[src/drs_pkg.sv]
// constants shared by the display rail enable sequencer
package drs_pkg;
    // enable register location and fields
    localparam logic [7:0] DRS_RAIL_ENABLE_CONTROL_OFS = 8'h05;
    localparam int DRS_BOOST_EN_BIT = 0;
    localparam int DRS_NEG_EN_BIT = 1;
    localparam int DRS_POS_EN_BIT = 2;
    localparam int DRS_POS_HIZ_BIT = 6;
    localparam logic [7:0] DRS_RAIL_ENABLE_CONTROL_RST = 8'h07;
    // read value of every unmapped register address
    localparam logic [7:0] DRS_UNMAPPED_RDATA = 8'h00;
    // 7-bit target address, arbitrary value
    localparam logic [6:0] DRS_I2C_DEV_ADDR = 7'h29;
    // timing
    localparam longint DRS_MCLK_HZ = 40000000;
    localparam longint DRS_NEG_DELAY_US = 2000;
    localparam int DRS_NEG_DELAY_CYC =
        int'((DRS_NEG_DELAY_US * DRS_MCLK_HZ) / 1000000);
    // i2c slave states
    typedef enum logic [2:0] {
        DRS_ST_IDLE = 3'b000,
        DRS_ST_ADDR = 3'b001,
        DRS_ST_REG = 3'b010,
        DRS_ST_DATA = 3'b011,
        DRS_ST_TX = 3'b100,
        DRS_ST_MACK = 3'b101
    } drs_i2c_state_t;
endpackage

[src/drs_delay_timer.sv]
// restartable delay counter: done rises after run held for CYCLES edges
`timescale 1ns/1ps
module drs_delay_timer #(
    parameter int CYCLES = 80000
) (
    input wire logic mclk,
    input wire logic rstn,
    input wire logic run,
    output logic done
);
    localparam int CW = $clog2(CYCLES + 1);
    localparam logic [CW-1:0] LAST = CW'(CYCLES - 1);

    logic [CW-1:0] cnt_r;
    logic done_r;

    ////////////////////////////////////////////////////////////////////////
    // restart on loss
    always_ff @(posedge mclk) begin
        if (!rstn) begin
            cnt_r <= '0;
            done_r <= 1'b0;
        end else if (!run) begin
            cnt_r <= '0;
            done_r <= 1'b0;
        end else if (!done_r) begin
            if (cnt_r == LAST) begin
                done_r <= 1'b1;
            end else begin
                cnt_r <= cnt_r + CW'(1);
            end
        end
    end

    assign done = done_r;
endmodule // drs_delay_timer

[src/drs_sequencer.sv]
// display rail enable sequencer with i2c enable register
`timescale 1ns/1ps
module drs_sequencer
    import drs_pkg::*;
#(
    parameter int NEG_DELAY_CYCLES = drs_pkg::DRS_NEG_DELAY_CYC,
    parameter logic [6:0] DEV_ADDR = drs_pkg::DRS_I2C_DEV_ADDR
) (
    input wire logic mclk,
    input wire logic rstn,
    input wire logic i2c_scl,
    input wire logic i2c_sda_in,
    output logic i2c_sda_out,
    output logic i2c_sda_oe,
    input wire logic positive_rail_enable_pin,
    input wire logic negative_rail_enable_pin,
    input wire logic boost_softstart_done,
    output logic boost_output_stage_en,
    output logic positive_output_rail_en,
    output logic negative_output_rail_en,
    output logic positive_output_rail_pulldown_en
);
    import drs_pkg::*;

    ////////////////////////////////////////////////////////////////////////
    // bus line synchronisers and condition detection
    logic [1:0] scl_sync_r;
    logic [1:0] sda_sync_r;
    logic scl_d_r;
    logic sda_d_r;

    always_ff @(posedge mclk) begin
        if (!rstn) begin
            scl_sync_r <= 2'h3;
            sda_sync_r <= 2'h3;
            scl_d_r <= 1'b1;
            sda_d_r <= 1'b1;
        end else begin
            scl_sync_r <= {scl_sync_r[0], i2c_scl};
            sda_sync_r <= {sda_sync_r[0], i2c_sda_in};
            scl_d_r <= scl_sync_r[1];
            sda_d_r <= sda_sync_r[1];
        end
    end

    logic scl_s;
    logic sda_s;
    logic scl_rise;
    logic scl_fall;
    logic start_det;
    logic stop_det;

    assign scl_s = scl_sync_r[1];
    assign sda_s = sda_sync_r[1];
    assign scl_rise = scl_s && !scl_d_r;
    assign scl_fall = !scl_s && scl_d_r;
    // sda moving while scl stays high marks start or stop
    assign start_det = scl_s && scl_d_r && sda_d_r && !sda_s;
    assign stop_det = scl_s && scl_d_r && !sda_d_r && sda_s;

    ////////////////////////////////////////////////////////////////////////
    // i2c slave
    drs_i2c_state_t state_r;
    logic [3:0] cnt_r;
    logic ack_ph_r;
    logic rw_r;
    logic nack_r;
    logic [7:0] rx_sh_r;
    logic [7:0] tx_sh_r;
    logic [7:0] ptr_r;
    logic [7:0] shadow_r;
    logic pend_r;
    logic sda_oe_r;
    logic sda_out_r;
    logic [7:0] ctl_r;
    logic [7:0] rd_data;

    assign rd_data = (ptr_r == DRS_RAIL_ENABLE_CONTROL_OFS) ?
        ctl_r : DRS_UNMAPPED_RDATA;

    always_ff @(posedge mclk) begin
        if (!rstn) begin
            state_r <= DRS_ST_IDLE;
            cnt_r <= 4'h0;
            ack_ph_r <= 1'b0;
            rw_r <= 1'b0;
            nack_r <= 1'b0;
            rx_sh_r <= 8'h00;
            tx_sh_r <= 8'h00;
            ptr_r <= 8'h00;
            shadow_r <= 8'h00;
            pend_r <= 1'b0;
            sda_oe_r <= 1'b0;
        end else if (start_det) begin
            state_r <= DRS_ST_ADDR;
            cnt_r <= 4'h0;
            ack_ph_r <= 1'b0;
            sda_oe_r <= 1'b0;
        end else if (stop_det) begin
            state_r <= DRS_ST_IDLE;
            ack_ph_r <= 1'b0;
            sda_oe_r <= 1'b0;
            pend_r <= 1'b0;
        end else if (scl_rise) begin
            if (state_r == DRS_ST_MACK) begin
                nack_r <= sda_s;
            end else if (state_r != DRS_ST_TX && state_r != DRS_ST_IDLE
                         && !ack_ph_r && cnt_r != 4'h8) begin
                rx_sh_r <= {rx_sh_r[6:0], sda_s};
                cnt_r <= cnt_r + 4'h1;
            end
        end else if (scl_fall) begin
            unique case (state_r)
                DRS_ST_IDLE: begin
                    sda_oe_r <= 1'b0;
                end
                DRS_ST_ADDR: begin
                    if (ack_ph_r) begin
                        ack_ph_r <= 1'b0;
                        cnt_r <= 4'h0;
                        if (rw_r) begin
                            state_r <= DRS_ST_TX;
                            tx_sh_r <= rd_data;
                            sda_oe_r <= !rd_data[7];
                        end else begin
                            state_r <= DRS_ST_REG;
                            sda_oe_r <= 1'b0;
                        end
                    end else if (cnt_r == 4'h8) begin
                        if (rx_sh_r[7:1] == DEV_ADDR) begin
                            ack_ph_r <= 1'b1;
                            sda_oe_r <= 1'b1;
                            rw_r <= rx_sh_r[0];
                        end else begin
                            state_r <= DRS_ST_IDLE;
                        end
                    end
                end
                DRS_ST_REG, DRS_ST_DATA: begin
                    if (ack_ph_r) begin
                        ack_ph_r <= 1'b0;
                        cnt_r <= 4'h0;
                        sda_oe_r <= 1'b0;
                        state_r <= DRS_ST_DATA;
                    end else if (cnt_r == 4'h8) begin
                        ack_ph_r <= 1'b1;
                        sda_oe_r <= 1'b1;
                        if (state_r == DRS_ST_REG) begin
                            ptr_r <= rx_sh_r;
                        end else if (ptr_r ==
                                     DRS_RAIL_ENABLE_CONTROL_OFS) begin
                            shadow_r <= rx_sh_r;
                            pend_r <= 1'b1;
                        end
                    end
                end
                DRS_ST_TX: begin
                    if (cnt_r == 4'h7) begin
                        sda_oe_r <= 1'b0;
                        state_r <= DRS_ST_MACK;
                    end else begin
                        tx_sh_r <= {tx_sh_r[6:0], 1'b0};
                        sda_oe_r <= !tx_sh_r[6];
                        cnt_r <= cnt_r + 4'h1;
                    end
                end
                DRS_ST_MACK: begin
                    cnt_r <= 4'h0;
                    if (nack_r) begin
                        state_r <= DRS_ST_IDLE;
                    end else begin
                        state_r <= DRS_ST_TX;
                        tx_sh_r <= rd_data;
                        sda_oe_r <= !rd_data[7];
                    end
                end
                default: begin
                    state_r <= DRS_ST_IDLE;
                    sda_oe_r <= 1'b0;
                end
            endcase
        end
    end

    // open drain: only ever pulls low
    always_ff @(posedge mclk) begin
        if (!rstn) begin
            sda_out_r <= 1'b0;
        end else begin
            sda_out_r <= 1'b0;
        end
    end

    ////////////////////////////////////////////////////////////////////////
    // enable register
    // commit at stop
    always_ff @(posedge mclk) begin
        if (!rstn) begin
            ctl_r <= DRS_RAIL_ENABLE_CONTROL_RST;
        end else if (stop_det && pend_r) begin
            ctl_r <= shadow_r;
        end
    end

    ////////////////////////////////////////////////////////////////////////
    // rail sequencing
    logic boost_cond;
    logic pos_cond;
    logic neg_cond;
    logic neg_delay_done;

    assign boost_cond = (positive_rail_enable_pin ||
                         negative_rail_enable_pin) &&
                        ctl_r[DRS_BOOST_EN_BIT];
    assign pos_cond = positive_rail_enable_pin && ctl_r[DRS_POS_EN_BIT] &&
                      boost_cond && boost_softstart_done;
    assign neg_cond = negative_rail_enable_pin && ctl_r[DRS_NEG_EN_BIT] &&
                      boost_cond && boost_softstart_done;

    drs_delay_timer #(
        .CYCLES(NEG_DELAY_CYCLES)
    ) u_neg_delay (
        .mclk(mclk),
        .rstn(rstn),
        .run(neg_cond),
        .done(neg_delay_done)
    );

    logic boost_r;
    logic pos_r;
    logic neg_r;
    logic pulldown_r;

    always_ff @(posedge mclk) begin
        if (!rstn) begin
            boost_r <= 1'b0;
            pos_r <= 1'b0;
            neg_r <= 1'b0;
        end else begin
            boost_r <= boost_cond;
            pos_r <= pos_cond;
            neg_r <= neg_cond && neg_delay_done;
        end
    end

    always_ff @(posedge mclk) begin
        if (!rstn) begin
            pulldown_r <= 1'b1;
        end else begin
            pulldown_r <= !pos_cond && !ctl_r[DRS_POS_HIZ_BIT];
        end
    end

    assign i2c_sda_out = sda_out_r;
    assign i2c_sda_oe = sda_oe_r;
    assign boost_output_stage_en = boost_r;
    assign positive_output_rail_en = pos_r;
    assign negative_output_rail_en = neg_r;
    assign positive_output_rail_pulldown_en = pulldown_r;
endmodule // drs_sequencer

[config.mk]
export PLATFORM = sky130hd
export DESIGN_NAME = drs_sequencer
export DESIGN_NICKNAME = d
export VERILOG_FILES = /design/src/drs_pkg.sv /design/src/drs_delay_timer.sv /design/src/drs_sequencer.sv
export SDC_FILE = /design/constraint.sdc
export NUM_CORES = 1
export LEC_CHECK = 0
export BUFFER_PORTS_ARGS = -buffer_cell sky130_fd_sc_hd__buf_2
export CAP_MARGIN = 15
export CORE_ASPECT_RATIO = 0.9
export CORE_UTILIZATION = 60
export DETAILED_ROUTE_END_ITERATION = 6
export PLACE_DENSITY = 0.8
export SLEW_MARGIN = 20
export SYNTH_ARGS = -nofsm -noshare
export SYNTH_HDL_FRONTEND = slang
export SYNTH_SLANG_ARGS = --single-unit
[constraint.sdc]
create_clock -name mclk -period 2.3 [get_ports mclk]
set_input_delay 0.23 -clock mclk [delete_from_list [all_inputs] [get_ports mclk]]
set_output_delay 0.23 -clock mclk [all_outputs]
set_load 0.02 [all_outputs]
After elaboration in Yosys (flattened, before gate mapping). Cells that the tools add are included.

Bits of input ports: 7. Word-level logic and storage cells: 179. Flip-flop bits (word level): 79.

Equality and inequality tests: 35. Muxes and demuxes: 50. Bitwise operators: 10. Reductions and logical operators: 59. Add/sub/neg operators: 2.

Operator list (number): $mux 7 (4); $mux 1 (27); $mux 4 (6); $reduce_and 8->1 (3); $mux 3 (7); $ne 3x3->1 const B (7); $pmux 7 s3 (1); $reduce_and 7->1 (3); $logic_and 1x1->1 (20); $ne 2x2->1 const B (9); $reduce_and 9->1 (2); $add 17x1->17 const B (1); $eq 17x17->1 const B (1); $pmux 3 s5 (1); $ne 4x4->1 const B (3); $pmux 4 s3 (1); $reduce_bool 2->1 (6); $ne 5x5->1 const B (2); $not 1->1 (10); $logic_not 1->1 (9); $reduce_bool 3->1 (3); $eq 8x3->1 const B (1); $mux 8 (1); $eq 7x6->1 const B (1); 20 further kinds (27).

Longest topological paths before layout.
Depth after elaboration: 9. Depth in mapped cells: 8. Gate-level depth less buffers: 7.

Modules after synthesis. A second synthesis with hierarchy kept.

Cell total of the unflattened synthesis: 418. Area, all modules: 3724.8 µm².

Modules (own cells, without submodules): drs_sequencer (area an instance 2788.9 µm², times used 1, cells an instance 311, sequential area each 1221.2 µm²); drs_delay_timer (area an instance 935.9 µm², times used 1, cells an instance 107, sequential area each 360.3 µm²).

Worst setup path before layout. OpenSTA, ideal clock, no wires.

Kind: register to register. Start point: register scl_d_r. End point: register ptr_r[1]. Path slack: 0.356 ns. Cell stages (with the launch flop): 9. Data required time: 2.172 ns. Setup time: 0.128 ns. Buffers on the path: 1. Arrival time: 1.817 ns. Clock period less this slack: 1.944 ns. Cells stage by stage: dfxtp_1 -> inv_1 -> ha_1 -> nand2b_1 -> or3_4 -> nor4b_4 -> buf_6 -> mux2i_1 -> nor2_1.

Cells in the longest elaborated chain, start to end: 5.

RTL lines: start, declared (RTL line drs_sequencer.sv:29) `logic scl_d_r;`; start signal, assigned (RTL line drs_sequencer.sv:41) `scl_d_r <= scl_sync_r[1];`; $logic_and 1x1->1 (RTL line drs_sequencer.sv:58, drs_sequencer.sv:59); $logic_and 1x1->1 (on tied branches) (2 in series) (RTL line drs_sequencer.sv:58, drs_sequencer.sv:59); $not 1->1 (no source line); $reduce_and 8->1 (no source line) (*); end signal, assigned (RTL line drs_sequencer.sv:149) `ptr_r <= rx_sh_r;`; end, declared (RTL line drs_sequencer.sv:70) `logic [7:0] ptr_r;`.

Mark *: on every way between the ends. The rest lies on a longest branch, timed or not. A chain may end at the register's enable or synchronous reset.

Worst setup path after layout.
Start point: register scl_d_r. End point: register ptr_r[4].

The elaborated chain is that of the path after synthesis.

==> summary.md <==
| Metric | Value |
|---|---|
| Measured slew at the worst slew-check pin | just under 0.5 ns |
| P&R area growth vs syn | 9.02% |
| RSZ-0062 raised after global routing | no |
| Tcrit/Tclk final | 0.935 |
| Layout cells sized above 1 | 0.143 |
| Setup WS pre-CTS | roughly 0.21 ns |
| Filler cells | between 400 and 500 |
| CP peak stage delay | between 0.4 and 0.5 ns |
| Routed WL | about 7700 um |
| CTS resizes | 0 |
| # port buffers | 11 |
| FMAX | between 0.4 and 0.5 GHz |
| # diodes | 0 |
| H-tree Lvls | 3 |
| Final setup violation count | 0 |
| Top cell type's share of synthesized area | 0.427 |
| Clock tree buffer depth | 2 |
| CTS clock-pin slew for the worst setup and hold paths | roughly 0.08 ns |
| Dominant cells by area after synthesis | dfxtp_1 (43%), mux2i_1 (7.8%), nor2_1 (5.6%) |
| Main flop type after synthesis | dfxtp_1 |
| Hold Crit Class | input pin to flip-flop |
| ANT nets after route | 0 |
| Detailed Routing Iterations Pass 1 | 7 |
| Crit-path max FO | 8 |
| Synth warn | 0 |
| Setup TNS | 0 ns |
| Slowest CP cell | dfxtp_1 |
| Detailed-route via count | roughly 3,000 |
| Num rows | 26 |
| Drt drc | 2 |
| WL/cell | between 15 and 20 um |
| Violated checks | DRC |
| Avg Inst Size Synth | between 9 and 10 um^2 |
| Mapped Nets | between 400 and 500 |
| Critical Path Source Type | flip-flop |
| Flops & latches, synth | between 70 and 80 |
| Pins Over Slew Limit | 0 |
| CTS sink cnt | just under 80 |
| Core Util, Final | 0.693 |
| TritonCTS clock tree | done |
| Tot GR Track Use | 0.251 |
| Die Width | between 80 and 90 um |
| Post-synth cell types | 62 |
| Mapped Cells | 398 |
| WP data arrival | ~2.4 ns |
| Initial core utilization | 0.636 |
| Final Cell Area | 4040 um^2 |
| Vias in the first global route | 2,728 |
| Area after DPL | about 3800 um^2 |
| Fraction of registers with async set/reset | 0 |
| Tmin final | 2.15 ns |
| Worst vdd ir | about 0.42 mV |
| Max Clock Skew | 0.00963 ns |
| Status | complete, but fails checks |
| Post-Synthesis Cell Area | ~3700 um^2 |
| Max-cap violations | 0 |
| CTS Hold Bufs | 0 |
| Final Hold Viols | 0 |
| Iteration-0 DRC Markers | 282 |
| Post-synth EDFFs | 0 |
| First-pass GRT wire length | 12,800 um |
| Final HPWL DP | about 5400 um |
| GPL Wtd Cong | around 0.93 |
| CP Capture Type | flip-flop |
| CP Data Required Time | between 2 and 3 ns |
| Commonest cells in the netlist | dfxtp_1 (79), nor2_1 (55), nand2_1 (37) |
| Num CTS Buffers | 9 |
| Full die area | about 6500 um^2 |
| Leak | roughly 1.5 nW |
| Clock latency on the worst-skew pair | 0.35 ns |
| WS Path Type | flip-flop to flip-flop |
| Pin count of the biggest net entering global routing | 37 |
| Area of the multi-input gates | roughly 2000 um^2 |
| Largest area contributor in the netlist | dfxtp_1 |
| Tot Pwr | 2.46 mW |
| Seq/Total Area, Yosys | 0.427 |
| Core Footprint | between 5000 and 6000 um^2 |
| Postcts setup bufs | 0 |
| Root buf cell | clkbuf_8 |
| NumNets Final | 430 |
| Slew headroom | 0.665 |
| Critical path, cell by cell | inv_1, ha_1, nand2b_1, or3_4, nor4b_4, buf_4, mux2i_1, nor2_1 |
| Top-count cell post-synth | dfxtp_1 |
| Grt ovf | 0 |
| Top Family by Delay on Critical Path | simple AND/OR/NAND/NOR gates |
| Register area | roughly 1600 um^2 |
| CP bufs+invs | 2 |
| DR vias/cell | 6.01 |
| IO Pins | 13 |
| Cell Pwr Density | 609 nW/um^2 |
| Final setup margin | about 0.15 ns |
| Chip height | around 77 um |
| Initial antenna violation count | 0 |
==> worst paths after layout <==
kind,startpoint,endpoint,slack (ns),cells after the start
worst max-delay path,scl_d_r$_SDFF_PN1_,ptr_r[4]$_SDFFE_PN0P_,0.15,8
worst min-delay path,i2c_scl,scl_sync_r[0]$_SDFF_PN1_,0.05,2
worst max register to register,scl_d_r$_SDFF_PN1_,ptr_r[4]$_SDFFE_PN0P_,0.15,8
worst min register to register,scl_sync_r[0]$_SDFF_PN1_,scl_sync_r[1]$_SDFF_PN1_,0.41,1
==> flip-flops by register name, summed over array words and instances (netlist names), 2 cells and up <==
name	cells
ctl_r	8
u_neg_delay.cnt_r	17
ptr_r	8
state_r	3
sda_sync_r	2
scl_sync_r	2
shadow_r	8
tx_sh_r	7
rx_sh_r	8
cnt_r	4
==> metal layers <==
| layer | wire length, um | vias to the layer above | track usage |
|---|---|---|---|
| met5 | 0 | - | 0 |
| met4 | 126 | 0 | 0.0881 |
| met3 | 454 | 16 | 0.0704 |
| met2 | 3220 | 96 | 0.359 |
| met1 | 3850 | 1396 | 0.361 |
| li1 | - | 1444 | - |
==> power by group <==
group,switching (mW),internal [mW]
clock,0.499,0.498
combinational,0.0540,0.0285
sequential,0.00580,1.38
total,0.559,1.90
==> per-stage QoR <==
stage / cells / hold slack [ns]
6_report: 491 / 0.0518
5_1_grt: 491 / 0.0543
2_1_floorplan: 398 / 0.303
4_1_cts: 491 / 0.0442
3_3_place_gp: 475 / 0.387
3_5_place_dp: 475 / 0.396
==> cells in the final DEF, fill, tap and decap left out, drive strengths merged, types with 2 or more instances in the layout <==
| cell | n |
|---|---|
| or3 | 6 |
| nand4b | 2 |
| or2 | 2 |
| nor3 | 8 |
| xor2 | 3 |
| xnor2 | 13 |
| buf | 23 |
| o21ai | 5 |
| nor4b | 3 |
| nor2b | 4 |
| nor4 | 2 |
| clkinv | 4 |
| o31ai | 2 |
| mux2i | 29 |
| ha | 7 |
| a2111oi | 4 |
| a211oi | 14 |
| dfxtp | 79 |
| clkbuf | 10 |
| inv | 20 |
| a21o | 2 |
| nand4bb | 2 |
| a221oi | 6 |
| nand4 | 2 |
| nand2b | 10 |
| or4 | 2 |
| nand3b | 4 |
| nand3 | 14 |
| and3 | 3 |
| nor2 | 55 |
| o2111a | 2 |
| a31oi | 4 |
| and2 | 3 |
| nand2 | 38 |
| and4 | 2 |
| o211a | 2 |
| a21oi | 15 |
==> cell families (layout without fill, tap and decap cells) <==
| group | after synthesis | count (layout) | share of synthesized area |
|---|---|---|---|
| AND/OR/NAND/NOR | 165 | 165 | 0.256 |
| flip-flops | 79 | 79 | 0.427 |
| AO/OA/AOI/OAI | 65 | 65 | 0.132 |
| buffers and inverters | 36 | 59 | 0.0439 |
| multiplexers | 29 | 29 | 0.0784 |
| XOR/XNOR | 16 | 16 | 0.0378 |
| adder cells (fa/ha/maj) | 7 | 7 | 0.0236 |
| other | 1 | 1 | 0.00101 |
==> layout make-up <==
class | instances | area share
multi-input combinational | 283 | 0.485
tap | 70 | 0.0217
timing repair buffer | 23 | 0.0359
clock buffer | 10 | 0.0316
clock inverter | 6 | 0.0152
inverter | 20 | 0.0186
sequential | 79 | 0.392
No activity file was read; power rests on OpenSTA's default activity.
